### config.mk
export PLATFORM = sky130hd
export DESIGN_NAME = amp_protection_manager
export DESIGN_NICKNAME = d
export VERILOG_FILES = /design/src/amp_protection_pkg.sv /design/src/amp_protection_manager.sv
export SDC_FILE = /design/constraint.sdc
export NUM_CORES = 1
export LEC_CHECK = 0
export BUFFER_PORTS_ARGS = -buffer_cell sky130_fd_sc_hd__buf_2
export CORE_UTILIZATION = 58
export CTS_BUF_LIST = sky130_fd_sc_hd__clkbuf_4
export DETAILED_ROUTE_END_ITERATION = 16
export PLACE_DENSITY = 0.85
export SLEW_MARGIN = 20
export SYNTH_ARGS = -nofsm -noshare
export SYNTH_HDL_FRONTEND = slang
export SYNTH_SLANG_ARGS = --single-unit
### constraint.sdc
create_clock -name clock -period 4.1 [get_ports clock]
set_input_delay 0.205 -clock clock [delete_from_list [all_inputs] [get_ports clock]]
set_output_delay 0.205 -clock clock [all_outputs]
set_load 0.05 [all_outputs]
### src/amp_protection_pkg.sv
package amp_protection_pkg;

    // ****************************************
    // Timing
    // ****************************************
    localparam int CLOCK_KHZ = 125000;
    localparam int TICK_MS = 1;
    localparam int TICK_CYCLES = TICK_MS * CLOCK_KHZ;
    localparam int RETRY_MS = 100;
    localparam int FAULT_INDICATOR_PIN_LOW_MS = 50;
    localparam int GAIN_STEPS = 15;
    localparam int GAIN_W = 4;
    localparam int MS_W = 7;
    localparam int TICK_W = 17;

    // ****************************************
    // Register map
    // ****************************************
    localparam logic [7:0] CTRL_ADDR = 8'h00;
    localparam logic [7:0] STATUS_ADDR = 8'h04;
    localparam logic [7:0] CAUSE_ADDR = 8'h08;
    localparam int CTRL_SYM_BIT = 0;
    localparam logic CTRL_SYM_RESET = 1'h0;
    localparam int STATUS_STATE_LSB = 0;
    localparam int STATUS_GAIN_LSB = 4;
    localparam int STATUS_PIN_BIT = 8;
    localparam int STATUS_UB_BIT = 9;
    localparam int CAUSE_OTP = 0;
    localparam int CAUSE_OCP = 1;
    localparam int CAUSE_WP = 2;
    localparam int CAUSE_UVP = 3;
    localparam int CAUSE_OVP = 4;
    localparam int CAUSE_UBP = 5;
    localparam int CAUSE_EXT = 6;
    localparam int CAUSE_W = 7;

    // ****************************************
    // Types
    // ****************************************
    typedef struct packed {
        logic thermFold;
        logic thermShut;
        logic currentLimit;
        logic loadShort;
        logic railShort;
        logic underVolt;
        logic overVolt;
        logic unbalLow;
        logic unbalHigh;
        logic unbalWithin;
        logic refCharged;
    } protFlags_t;

    typedef struct packed {
        logic powerStage;
        logic inputConv;
        logic idleSwitch;
        logic currentClamp;
        logic halfRailBufferOne;
        logic halfRailBufferTwo;
        logic halfRailReference;
    } stageCtrl_t;

    typedef enum logic [3:0] {
        ST_SLEEP, ST_CHARGE, ST_RAILCHK, ST_MUTE, ST_OPERATE,
        ST_RETRY, ST_HOLD, ST_RESTART, ST_EXT
    } ampState_t;

endpackage

### src/amp_protection_manager.sv
`timescale 1ns/1ps
// Overview of operation
// - Above 140 C lower gain step by step, keep playing.
// - Above 155 C disable the power stage at once.
// - Load impedance drop over 2 A: clamp current, keep playing.
// - Short over 2 A: switch off, hold disabled at least 100 ms.
// - After overcurrent shutdown hold diagnostic low for first 50 ms.
// - Persistent load short: retry once every 100 ms.
// - Rail short: stay disabled, no periodic retry, restart when gone.
// - Start-up from Sleep checks rail shorts before enabling stages.
// - Every restart after full shutdown runs the rail-short check first.
// - Supply below 10 V: shut down at once, diagnostic pin low.
// - Undervoltage cleared: wait 100 ms then restart.
// - Supply above 36 V: shut down; restart 100 ms after it clears.
// - Flag rail imbalance outside 8/5 to 8/3 of half-rail reference.
// - Symmetrical supply: release imbalance only within 6 % of start.
// - Diagnostic pin low for any protection except thermal gain reduction and current clamping.
// - Asymmetrical supply: enable half-rail buffers, switch after charge.
// - Symmetrical supply keeps both half-rail buffers disabled.
// - Wake low Sleep; wake high engage low Mute; both high Operating.
// - Mute: stages switch at 50 % duty, input converters disabled.
module amp_protection_manager
    import amp_protection_pkg::*;
#(
    parameter int TICK_COUNT = TICK_CYCLES
)
(
    input wire logic clock,
    input wire logic srst,
    input wire logic psel,
    input wire logic penable,
    input wire logic pwrite,
    input wire logic [7:0] paddr,
    input wire logic [31:0] pwdata,
    output logic [31:0] prdata,
    output logic pready,
    output logic pslverr,
    input wire logic wakeSelectInput,
    input wire logic engageInput,
    input wire protFlags_t protFlags,
    input wire logic faultIndicatorPinIn,
    output logic faultIndicatorPinOut,
    output logic faultIndicatorPinOe,
    output stageCtrl_t stageCtrl,
    output logic [GAIN_W-1:0] gainAtten
);

    // ****************************************
    // Input sampling and timebase
    // ****************************************
    protFlags_t flags_q;
    logic wake_q, engage_q;
    ampState_t state_q, state_d;
    logic [TICK_W-1:0] tickCnt_q;
    logic [MS_W-1:0] msCnt_q;
    logic tick, timerRestart, symSupply_q, ubActive_q;
    logic [CAUSE_W-1:0] cause_q, causeSet;
    logic extLow, supplyFault, active, retryDone, diagLow;
    stageCtrl_t stage_d;

    always_ff @(posedge clock)
    begin
        if (srst)
            {flags_q, wake_q, engage_q} <= '0;
        else
            {flags_q, wake_q, engage_q} <= {protFlags, wakeSelectInput, engageInput};
    end

    assign timerRestart = state_d != state_q;
    assign tick = tickCnt_q == TICK_W'(TICK_COUNT - 1);

    // Restart on every state change so each interval is exact
    always_ff @(posedge clock)
    begin
        if (srst || timerRestart || tick)
            tickCnt_q <= '0;
        else
            tickCnt_q <= tickCnt_q + 1'h1;
    end

    always_ff @(posedge clock)
    begin
        if (srst || timerRestart)
            msCnt_q <= '0;
        else if (tick && msCnt_q != MS_W'(RETRY_MS - 1))
            msCnt_q <= msCnt_q + 1'h1;
    end

    assign retryDone = tick && msCnt_q == MS_W'(RETRY_MS - 1);

    // ****************************************
    // Imbalance tracking
    // ****************************************
    always_ff @(posedge clock)
    begin
        if (srst)
            ubActive_q <= 1'h0;
        else if (flags_q.unbalLow || flags_q.unbalHigh)
            ubActive_q <= 1'h1;
        else if (symSupply_q ? flags_q.unbalWithin : 1'h1)
            ubActive_q <= 1'h0;
    end

    assign supplyFault = flags_q.underVolt || flags_q.overVolt || ubActive_q || flags_q.thermShut;
    // Only trust a low pin while we are not pulling it ourselves
    assign extLow = !faultIndicatorPinIn && !faultIndicatorPinOe;
    assign active = state_q == ST_MUTE || state_q == ST_OPERATE;

    // ****************************************
    // Sequencer
    // ****************************************
    always_comb
    begin
        state_d = state_q;
        causeSet = '0;
        case (state_q)
            ST_SLEEP:
            begin
                if (wake_q)
                    state_d = symSupply_q ? ST_RAILCHK : ST_CHARGE;
            end
            ST_CHARGE:
            begin
                if (!wake_q)
                    state_d = ST_SLEEP;
                else if (flags_q.refCharged)
                    state_d = ST_RAILCHK;
            end
            ST_RAILCHK:
            begin
                if (!wake_q)
                    state_d = ST_SLEEP;
                else if (flags_q.railShort)
                    causeSet[CAUSE_WP] = 1'h1;
                else
                    state_d = engage_q ? ST_OPERATE : ST_MUTE;
            end
            ST_MUTE, ST_OPERATE:
            begin
                causeSet[CAUSE_OTP] = flags_q.thermShut;
                causeSet[CAUSE_UVP] = flags_q.underVolt;
                causeSet[CAUSE_OVP] = flags_q.overVolt;
                causeSet[CAUSE_UBP] = ubActive_q;
                if (!wake_q)
                    state_d = ST_SLEEP;
                else if (extLow)
                begin
                    state_d = ST_EXT;
                    causeSet[CAUSE_EXT] = 1'h1;
                end
                else if (supplyFault)
                    state_d = ST_HOLD;
                else if (flags_q.loadShort || flags_q.railShort)
                begin
                    state_d = ST_RETRY;
                    causeSet[CAUSE_OCP] = 1'h1;
                end
                else
                    state_d = engage_q ? ST_OPERATE : ST_MUTE;
            end
            ST_RETRY:
            begin
                if (retryDone)
                    state_d = ST_RAILCHK;
            end
            ST_HOLD:
            begin
                if (!supplyFault)
                    state_d = ST_RESTART;
            end
            ST_RESTART:
            begin
                if (supplyFault)
                    state_d = ST_HOLD;
                else if (retryDone)
                    state_d = ST_RAILCHK;
            end
            ST_EXT:
            begin
                if (faultIndicatorPinIn)
                    state_d = wake_q ? ST_RAILCHK : ST_SLEEP;
            end
            default:
            begin
                state_d = ST_SLEEP;
            end
        endcase
    end

    always_ff @(posedge clock)
    begin
        if (srst)
            state_q <= ST_SLEEP;
        else
            state_q <= state_d;
    end

    // ****************************************
    // Stage controls
    // ****************************************
    always_comb
    begin
        stage_d = '0;
        stage_d.powerStage = state_d == ST_MUTE || state_d == ST_OPERATE;
        stage_d.inputConv = state_d == ST_OPERATE;
        stage_d.idleSwitch = state_d == ST_MUTE;
        stage_d.currentClamp = stage_d.powerStage && flags_q.currentLimit;
        // Buffers only make sense with a single-ended supply
        stage_d.halfRailBufferOne = !symSupply_q && wake_q && state_d != ST_SLEEP;
        stage_d.halfRailBufferTwo = stage_d.halfRailBufferOne;
        stage_d.halfRailReference = wake_q && state_d != ST_SLEEP;
    end

    // Fold-back does not count as a protection for the pin
    assign diagLow = state_d == ST_HOLD
        || (state_d == ST_RETRY && (timerRestart || msCnt_q < MS_W'(FAULT_INDICATOR_PIN_LOW_MS)))
        || (state_d == ST_RAILCHK && flags_q.railShort);

    always_ff @(posedge clock)
    begin
        if (srst)
            {stageCtrl, faultIndicatorPinOe} <= '0;
        else
            {stageCtrl, faultIndicatorPinOe} <= {stage_d, diagLow};
    end

    assign faultIndicatorPinOut = 1'h0;

    always_ff @(posedge clock)
    begin
        if (srst || !active)
            gainAtten <= '0;
        else if (tick && flags_q.thermFold && gainAtten != GAIN_W'(GAIN_STEPS))
            gainAtten <= gainAtten + 1'h1;
        else if (tick && !flags_q.thermFold && gainAtten != '0)
            gainAtten <= gainAtten - 1'h1;
    end

    // ****************************************
    // APB slave
    // ****************************************
    logic access, mapped;
    assign access = psel && penable && !pready;
    assign mapped = paddr == CTRL_ADDR || paddr == STATUS_ADDR || paddr == CAUSE_ADDR;

    always_ff @(posedge clock)
    begin
        if (srst)
            {pready, pslverr, prdata} <= '0;
        else
        begin
            pready <= access;
            pslverr <= access && !mapped;
            prdata <= '0;
            if (access && !pwrite)
            begin
                case (paddr)
                    CTRL_ADDR: prdata[CTRL_SYM_BIT] <= symSupply_q;
                    STATUS_ADDR:
                    begin
                        prdata[STATUS_STATE_LSB +: 4] <= state_q;
                        prdata[STATUS_GAIN_LSB +: GAIN_W] <= gainAtten;
                        prdata[STATUS_PIN_BIT] <= faultIndicatorPinIn;
                        prdata[STATUS_UB_BIT] <= ubActive_q;
                    end
                    CAUSE_ADDR: prdata[CAUSE_W-1:0] <= cause_q;
                    default: prdata <= '0;
                endcase
            end
        end
    end

    always_ff @(posedge clock)
    begin
        if (srst)
            symSupply_q <= CTRL_SYM_RESET;
        else if (access && pwrite && paddr == CTRL_ADDR)
            symSupply_q <= pwdata[CTRL_SYM_BIT];
    end

    // Set beats write-one-to-clear in the same cycle
    always_ff @(posedge clock)
    begin
        if (srst)
            cause_q <= '0;
        else if (access && pwrite && paddr == CAUSE_ADDR)
            cause_q <= (cause_q & ~pwdata[CAUSE_W-1:0]) | causeSet;
        else
            cause_q <= cause_q | causeSet;
    end
endmodule

# Word level (Yosys, flattened, before mapping)
# Index checks and enable logic that the tools add are counted.
[totals] ff_bits=95 in_bits=59 wordCells=151
[classes] add_sub_neg=4 magnitude_cmp=1 n_eq_ne=20 mux=36 bitwise=6 n_reduce_logical=52
[ops] cell="2-to-1 mux 4 bit" n=14
[ops] cell="one-hot mux 4 bit (8 select lines)" n=1
[ops] cell="== test 4 x 3 -> 1 bit (second input constant)" n=7
[ops] cell="logical AND 1 bit" n=20
[ops] cell="adder 17 x 1 -> 17 bit (second input constant)" n=1
[ops] cell="== test 17 bit (second input constant)" n=1
[ops] cell="== test 4 x 2 -> 1 bit (second input constant)" n=4
[ops] cell="logical OR 1 bit" n=15
[ops] cell="OR 7 bit" n=2
[ops] cell="2-to-1 mux 1 bit" n=12
[ops] cell="one-hot mux 6 bit (2 select lines)" n=1
[ops] cell="2-to-1 mux 3 bit" n=3
[ops] cell="== test 8 x 3 -> 1 bit (second input constant)" n=1
[ops] cell="== test 8 x 4 -> 1 bit (second input constant)" n=1
[ops] cell="logical NOT 1 bit" n=8
[ops] cell="logical NOT 8 bit" n=1
[ops] cell="nonzero test 4 bit" n=2
[ops] cell="adder 7 x 1 -> 7 bit (second input constant)" n=1
[ops] cell="bitwise AND 7 bit" n=1
[ops] cell="== test 7 bit (second input constant)" n=1
[ops] cell="< comparator 7 x 6 -> 1 bit (second input constant)" n=1
[ops] cell="2-to-1 mux 7 bit" n=1
[ops] cell="inequality test 7 bit (second input constant)" n=1
[ops] cell="inverter 7 bit" n=1
[ops] cell="13 further kinds" n=18

# Logic depth before layout (Yosys ltp)
# Gate-level depths: netlist (run 1).
[depth] depth_word=12 depth_mapped=12

# Worst setup path after synthesis (run 1)
# No wires, ideal clock.
[synth_timing] kind="reg2reg" from="reg tickCnt_q[0]" to="reg gainAtten[3]" setup_ns=0.116 arrival_time_ns=2.566 required_time_ns=3.984 path_slack_ns=1.418 stages_incl_launch_ff=13 synth_period_minus_slack_ns=2.682 cell_sequence="dfxtp_1 ha_1 and4bb_2 and4_1 clkbuf_1 nand3_1 ha_1 a21o_1 a21oi_1 or3_1 a21boi_0 xnor2_1 nor2_1"
[synth_via] elab_chain_len=4 elab_cells_between_ends=7
[synth_lines] item="start: declaration" line="amp_protection_manager.sv:54" rtl="logic [TICK_W-1:0] tickCnt_q;"
[synth_lines] item="start signal: assignment" line="amp_protection_manager.sv:78" rtl="tickCnt_q <= tickCnt_q + 1'h1;"
[synth_lines] item="== test 17 bit *" line="amp_protection_manager.sv:70" rtl="assign tick = tickCnt_q == TICK_W'(TICK_COUNT - 1);"
[synth_lines] item="logical AND 1 bit, on equally long branches (2 in a row)" line="amp_protection_manager.sv:233, amp_protection_manager.sv:235"
[synth_lines] item="2-to-1 mux 4 bit or nonzero test 2 bit (tied branches)"
[synth_lines] item="end signal: assignment" line="amp_protection_manager.sv:234" rtl="gainAtten <= gainAtten + 1'h1;"
[synth_lines] item="end signal: assignment" line="amp_protection_manager.sv:236" rtl="gainAtten <= gainAtten - 1'h1;"
[synth_lines] item="end: declaration" line="amp_protection_manager.sv:45" rtl="output logic [GAIN_W-1:0] gainAtten"
# Mark *: on every way between the ends. The rest lies on a longest branch, timed or not.
# A chain may end at the register's enable or synchronous reset.

# Final worst setup path (run 1)
# Ends and elaborated chain as after synthesis.

==> results of run 1 <==
==> critical path: cells and delay by family, from the launching register on <==
kind / cells / cell delay, ns
AO/OA/AOI/OAI: 3 / 0.41
XOR/XNOR: 1 / 0.14
adder cells (fa/ha/maj): 2 / 0.60
flip-flops: 1 / 0.44
AND/OR/NAND/NOR: 5 / 1.30
==> state kept, by name, summed over array words and instances (netlist names) <==
| name | count |
|---|---|
| cause_q | 7 |
| tickCnt_q | 17 |
| pready | 1 |
| state_q | 4 |
| stageCtrl | 6 |
| ubActive_q | 1 |
| msCnt_q | 7 |
| symSupply_q | 1 |
| gainAtten | 4 |
| prdata | 10 |
| wake_q | 1 |
| faultIndicatorPinOe | 1 |
| pslverr | 1 |
| engage_q | 1 |
| flags_q | 11 |
==> stage by stage <==
stage / std cells / cell area, um2
after global routing: 527 / 4000
after floorplan: 409 / 3660
after CTS: 527 / 4000
after global placement: 503 / 3790
after detailed placement: 503 / 3790
final: 527 / 4000
==> power by group through the flow <==
stage,Clock (mW),Combinational (mW),Sequential [mW]
finish,0.426,0.129,0.731
global route,0.462,0.139,0.733
CTS,0.433,0.129,0.731
detailed placement,0,0.122,0.747
global placement,0,0.121,0.747
floorplan,0,0.111,0.747
==> area by class of cell <==
cell class                 instances  area (um2)  area share, %
clock buffer                       9        67.6           1.69
clock inverter                     7        61.3           1.53
inverter                           9        33.8          0.846
multi-input combinational        288        1900           47.7
sequential                        73        1460           36.6
tap                               75        93.8           2.35
timing repair buffer              66         373           9.33
==> cells in the final DEF (no fill, tap or decap), types with 8 or more instances in the layout <==
cell           count
conb_1            23
buf_2             57
xnor2_1           12
nor2b_1           17
nand2_1           24
inv_1              9
xor2_1            12
clkbuf_4           9
a21oi_1           11
dlygate4sd3_1      8
nor2_1            34
dfxtp_1           73
nor3_2             9
nor3_1            17
nand3_1           10
==> worst max-delay path by stage <==
stage,startpoint,to
6_report,tickCnt_q[0],gainAtten[3]
4_1_cts,tickCnt_q[0],gainAtten[3]
2_1_floorplan,tickCnt_q[0],gainAtten[3]
3_3_place_gp,tickCnt_q[0],gainAtten[3]
3_5_place_dp,tickCnt_q[0],gainAtten[3]
5_1_grt,tickCnt_q[0],gainAtten[3]
==> cells in the mapped netlist, types with 3 or more instances <==
| library cell | number | share of area [%] |
|---|---|---|
| a21oi_1 | 11 | 1.5 |
| a22o_1 | 7 | 1.7 |
| a22oi_1 | 5 | 1.0 |
| a31oi_1 | 5 | 0.87 |
| and2_1 | 4 | 0.70 |
| and3_1 | 3 | 0.52 |
| and4_1 | 3 | 0.73 |
| buf_4 | 27 | 5.7 |
| clkbuf_1 | 9 | 0.94 |
| dfxtp_1 | 73 | 41 |
| ha_1 | 4 | 1.4 |
| inv_1 | 9 | 0.94 |
| mux2i_1 | 4 | 1.1 |
| nand2_1 | 24 | 2.5 |
| nand2b_1 | 6 | 1.0 |
| nand3_1 | 10 | 1.4 |
| nand4_1 | 7 | 1.2 |
| nor2_1 | 34 | 3.6 |
| nor2b_1 | 17 | 3.0 |
| nor3_1 | 17 | 2.4 |
| nor3_2 | 9 | 2.5 |
| nor4_1 | 4 | 0.70 |
| nor4b_1 | 4 | 0.98 |
| o21ai_0 | 5 | 0.70 |
| or3_1 | 3 | 0.52 |
| xnor2_1 | 12 | 2.9 |
| xor2_1 | 12 | 2.9 |
==> cells by family (layout without fill, tap and decap cells) <==
group	Yosys count	after routing	synth area share, %
simple gates	173	173	29.6
xor+xnor	24	24	5.87
fa+ha+maj	5	5	1.96
mux	4	4	1.12
buf+inv	48	91	8.32
compound gates	59	59	12.2
flops	73	73	40.8
other cells	1	23	0.105
==> per-layer routing <==
layer	wire length (um)	share of wire [%]	vias up	track usage [%]
li1	-	-	1447	-
met1	3290	45	1311	28.4
met2	3420	47	104	39.4
met3	411	5.7	18	4.43
met4	120	1.7	0	12.9
met5	0	0	-	0
==> what timing repair did <==
action	4_1_cts	5_1_grt
hold buffers	8	0
setup endpoints to repair	0	0
endpoints found under the hold margin	8	0
buffers inserted	0	0
==> results.yml, run 1 <==
status:
  status: "completed"
route:
  ant_nets: 0
  vias: 2880
  wirelength_um: 7240
  dr.pass1.iters: 4
  drc: 0
  wl_per_cell_um: 13.7
  dr.first_iter.drc_count: 169
  vias_per_cell: 5.46
global_routing:
  grt_pass1_vias: 2662
  grt_first_pass_wirelength_um: 11800
  antenna_found_initial: 0
  grtUsageTotal_pct: 23.6
  grt_max_degree: 42
  grt-ovfl-total: 0
critical_path:
  cp.arrival_ns: 3.28
  cp_max_fo: 7
  crit_path_top_delay_cell: "dfxtp_1"
  regToRegStartpoint: "tickCnt_q[0]"
  critPathRequiredTime_ns: 4.42
  r2r-end: "gainAtten[3]"
  startpoint_type: "register"
  ff2ff_path_depth: 11
  r2r_slack_ns: 1.14
  crit_top_cell: "ha_1"
  critPathCaptureType: "register"
  crit_path_cell_trace: "ha_1, and4bb_2, and4_1, nand3_1, ha_1, a21o_1, a21oi_1, or3_1, a21boi_0, xnor2_1, nor2_1"
  criticalPathCategory: "register to register"
  cpPeakStageDelay_ns: 0.44
synthesis:
  syn_area_um2: 3580
  async_flop_share_pct: 0
  ys_seq_area_share_pct: 40.8
  syn_inst: 387
  avgSynthCellArea_um2: 9.25
  synth_edf_count: 0
  synthFlopType: "dfxtp_1"
  synth-seq-cells: 73
  yosysWarnings: 0
  ys_types: 73
hold_path:
  min_path_type: "input port to register"
  holdPathEnd: "flags_q[6]"
  whs_path_depth: 2
  hp-start: "protFlags[6]"
die:
  die-area_um2: 6490
  start_util_pct: 60.5
  fp-row-count: 28
  die_y_um: 80.6
  fp.dieW_um: 80.6
  placeableCoreArea_um2: 5920
  ios: 106
cts:
  clockBufferDepth: 2
  clkTransAtPathRegs_ns: 0.12
  numCtsBuffers: 9
  tritoncts: "built"
  clk_latency_ns: 0.41
  cts_root_buf: "clkbuf_4"
  ctsHtreeMaxLevel: 3
  cts_resized: 0
  cts_sinks: 73
layout:
  areaGrowthSynthToFinish_pct: 11.6
  final_nets: 511
  nFillCells: 474
  drive_gt1_share_pct: 22.6
  final_util_pct: 67.5
  diodes: 0
timing:
  hold_violations: 0
  fmax_ghz: 0.337
  relSlewSlack_pct: 48.7
  final-setup-viol-count: 0
  tns_ns: 0
  min_period_over_period_pct: 72.3
  tightestPinTransition_ns: 0.769
  whs_ns: 0.0227
  slew_violations: 0
  setup_ws_ns: 1.14
  period_needed_ns: 2.96
  grt_setup_unrepaired: "false"
  fin_skew_ns: 0.0134
power:
  net-switching-power_mw: 0.351
  p_seq_share_pct: 56.9
  power_mw: 1.29
  p_clk_share_pct: 33.1
  p_per_area_nw_per_um2: 322
  p_sw_share_pct: 27.3
  leakage_nw: 1.55
  peakVddDrop_mv: 0.214
  intPower_mw: 0.936
  comb_power_share_pct: 10.0
placement:
  gp_congestion: 0.907
  io_buffers: 57
  dpl.hpwl_um: 5070
  pre_cts_slack_ns: 1.18
run:
  max_cap_violations: 0
Power figures use the tool's default switching activity.
==> run 2: changes to the inputs <==
CORE_UTILIZATION = 53   (was 58)
PLACE_DENSITY = 0.79   (was 0.85)
clock period = 3.09 ns   (was 4.1 ns; I/O delays follow)
==> results.yml, run 2 (synthesis gave the netlist of run 1 again) <==
critical_path:
  startpoint_type: "register"
  criticalPathCategory: "register to register"
  r2r-end: "gainAtten[3]"
  crit_path_cell_trace: "ha_1, and4bb_2, and4_1, nand3_1, ha_1, a21o_1, a21oi_1, or3_1, a21boi_1, xnor2_1, nor2_1"
  cp.arrival_ns: 3.10
  crit_path_top_delay_cell: "dfxtp_1"
  critPathCaptureType: "register"
  cpPeakStageDelay_ns: 0.43
  startpoint: "tickCnt_q[0]"
  r2r_slack_ns: 0.32
  regToRegStartpoint: "tickCnt_q[0]"
  critPathRequiredTime_ns: 3.42
  cp_max_fo: 5
  crit_top_cell: "ha_1"
  ff2ff_path_depth: 11
layout:
  layout_commonest_cell: "dfxtp_1"
  areaGrowthSynthToFinish_pct: 15.7
  register_area_um2: 1460
  most-common-layout-cells: "73 x dfxtp_1, 57 x buf_2, 34 x nor2_1, 24 x nand2_1, 23 x conb_1"
  final_cells: 542
  nFillCells: 535
  multi_input_area_um2: 1900
  top_register: "tickCnt_q"
  drive_gt1_share_pct: 23.4
  largest_reg_flops: 17
  stdcell_area_um2: 4140
  final_nets: 524
  diodes: 0
die:
  die_y_um: 84.2
  placeableCoreArea_um2: 6420
  fp.dieW_um: 84.2
  die-area_um2: 7090
  ios: 106
  start_util_pct: 55.8
  fp-row-count: 29
route:
  wl_per_cell_um: 14.1
  dr.first_iter.drc_count: 215
  dr.pass1.iters: 10
  ant_nets: 0
  wirelength_um: 7630
  drc: 18
  vias: 2972
  vias_per_cell: 5.48
timing:
  tightestPinTransition_ns: 0.657
  setup_ws_ns: 0.318
  min_period_over_period_pct: 89.7
  fin_skew_ns: 0.0195
  period_needed_ns: 2.77
  grt_setup_unrepaired: "false"
  relSlewSlack_pct: 56.1
  slew_violations: 0
  tns_ns: 0
  fmax_ghz: 0.361
  hold_violations: 0
  final-setup-viol-count: 0
cts:
  clockBufferDepth: 2
  numCtsBuffers: 9
  post-cts-setup-buffers: 0
  cts_sinks: 73
  ctsHtreeMaxLevel: 3
  clkTransAtPathRegs_ns: 0.11
  tritoncts: "built"
  clk_latency_ns: 0.43
  cts_root_buf: "clkbuf_4"
global_routing:
  antenna_found_initial: 0
  grt-ovfl-total: 0
  grt_pass1_vias: 2856
  grt_max_degree: 41
  grtUsageTotal_pct: 22.9
  grt_first_pass_wirelength_um: 12900
placement:
  io_buffers: 57
  pre_cts_slack_ns: 0.251
  dpl-instance-area_um2: 3830
  dp_cells: 511
  gp_congestion: 0.860
  dpl.hpwl_um: 5520
power:
  net-switching-power_mw: 0.466
  intPower_mw: 1.34
  p_sw_share_pct: 25.7
  leakage_nw: 1.62
  comb_power_share_pct: 10.1
  p_seq_share_pct: 53.5
  p_clk_share_pct: 36.4
  power_mw: 1.81
  p_per_area_nw_per_um2: 437
  peakVddDrop_mv: 0.215
hold_path:
  hp-start: "pwdata[3]"
  holdPathEnd: "cause_q[3]"
  whs_path_depth: 4
  min_path_type: "input port to register"
status:
  violations: "DRC"
  status: "complete, but fails checks"
run:
  max_cap_violations: 0
run 2: through the flow:
step	util [%]	hold slack [ns]
after detailed placement	59.7	0.369
after global routing	64.5	0.0244
after floorplan	-	0.276
final	64.5	0.0207
after global placement	59.7	0.367
after CTS	64.5	0.0122
run 2: worst max-delay path, delay by kind of cell, from the launching register on:
| kind | cells | cell delay, ns |
|---|---|---|
| xor+xnor | 1 | 0.14 |
| fa+ha+maj | 2 | 0.62 |
| flops | 1 | 0.43 |
| compound gates | 3 | 0.39 |
| simple gates | 5 | 1.09 |
run 2: power groups by stage:
stage	Combinational, mW	Clock (mW)	Sequential (mW)
after floorplan	0.147	0	0.991
after global placement	0.165	0	0.990
after detailed placement	0.167	0	0.990
after CTS	0.182	0.668	0.969
after global routing	0.197	0.713	0.972
final	0.183	0.659	0.969
run 2: worst max path at each step:
stage | depth (start not counted) | to | slack [ns]
2_1_floorplan | 12 | gainAtten[3] | 0.41
3_3_place_gp | 11 | gainAtten[3] | 0.40
3_5_place_dp | 11 | gainAtten[3] | 0.25
4_1_cts | 11 | gainAtten[3] | 0.23
5_1_grt | 11 | gainAtten[3] | 0.09
6_report | 11 | gainAtten[3] | 0.32
run 2: routing by layer:
layer	GRT usage, %	wire length [um]
met3	3.93	355
met4	10.3	129
met2	39.8	3810
met5	0	0
met1	27.9	3330
run 2: final cells by class:
| cell class | count | area share, % |
|---|---|---|
| clock buffer | 10 | 1.81 |
| clock inverter | 6 | 1.99 |
| inverter | 9 | 0.816 |
| multi-input combinational | 288 | 46.0 |
| sequential | 73 | 35.3 |
| tap | 77 | 2.33 |
| timing repair buffer | 79 | 11.8 |
run 2: timing repair:
action / in CTS / in global routing
resized for setup: 0 / 1
hold buffers: 15 / 0
endpoints found under the setup margin: 0 / 1
endpoints found under the hold margin: 15 / 0
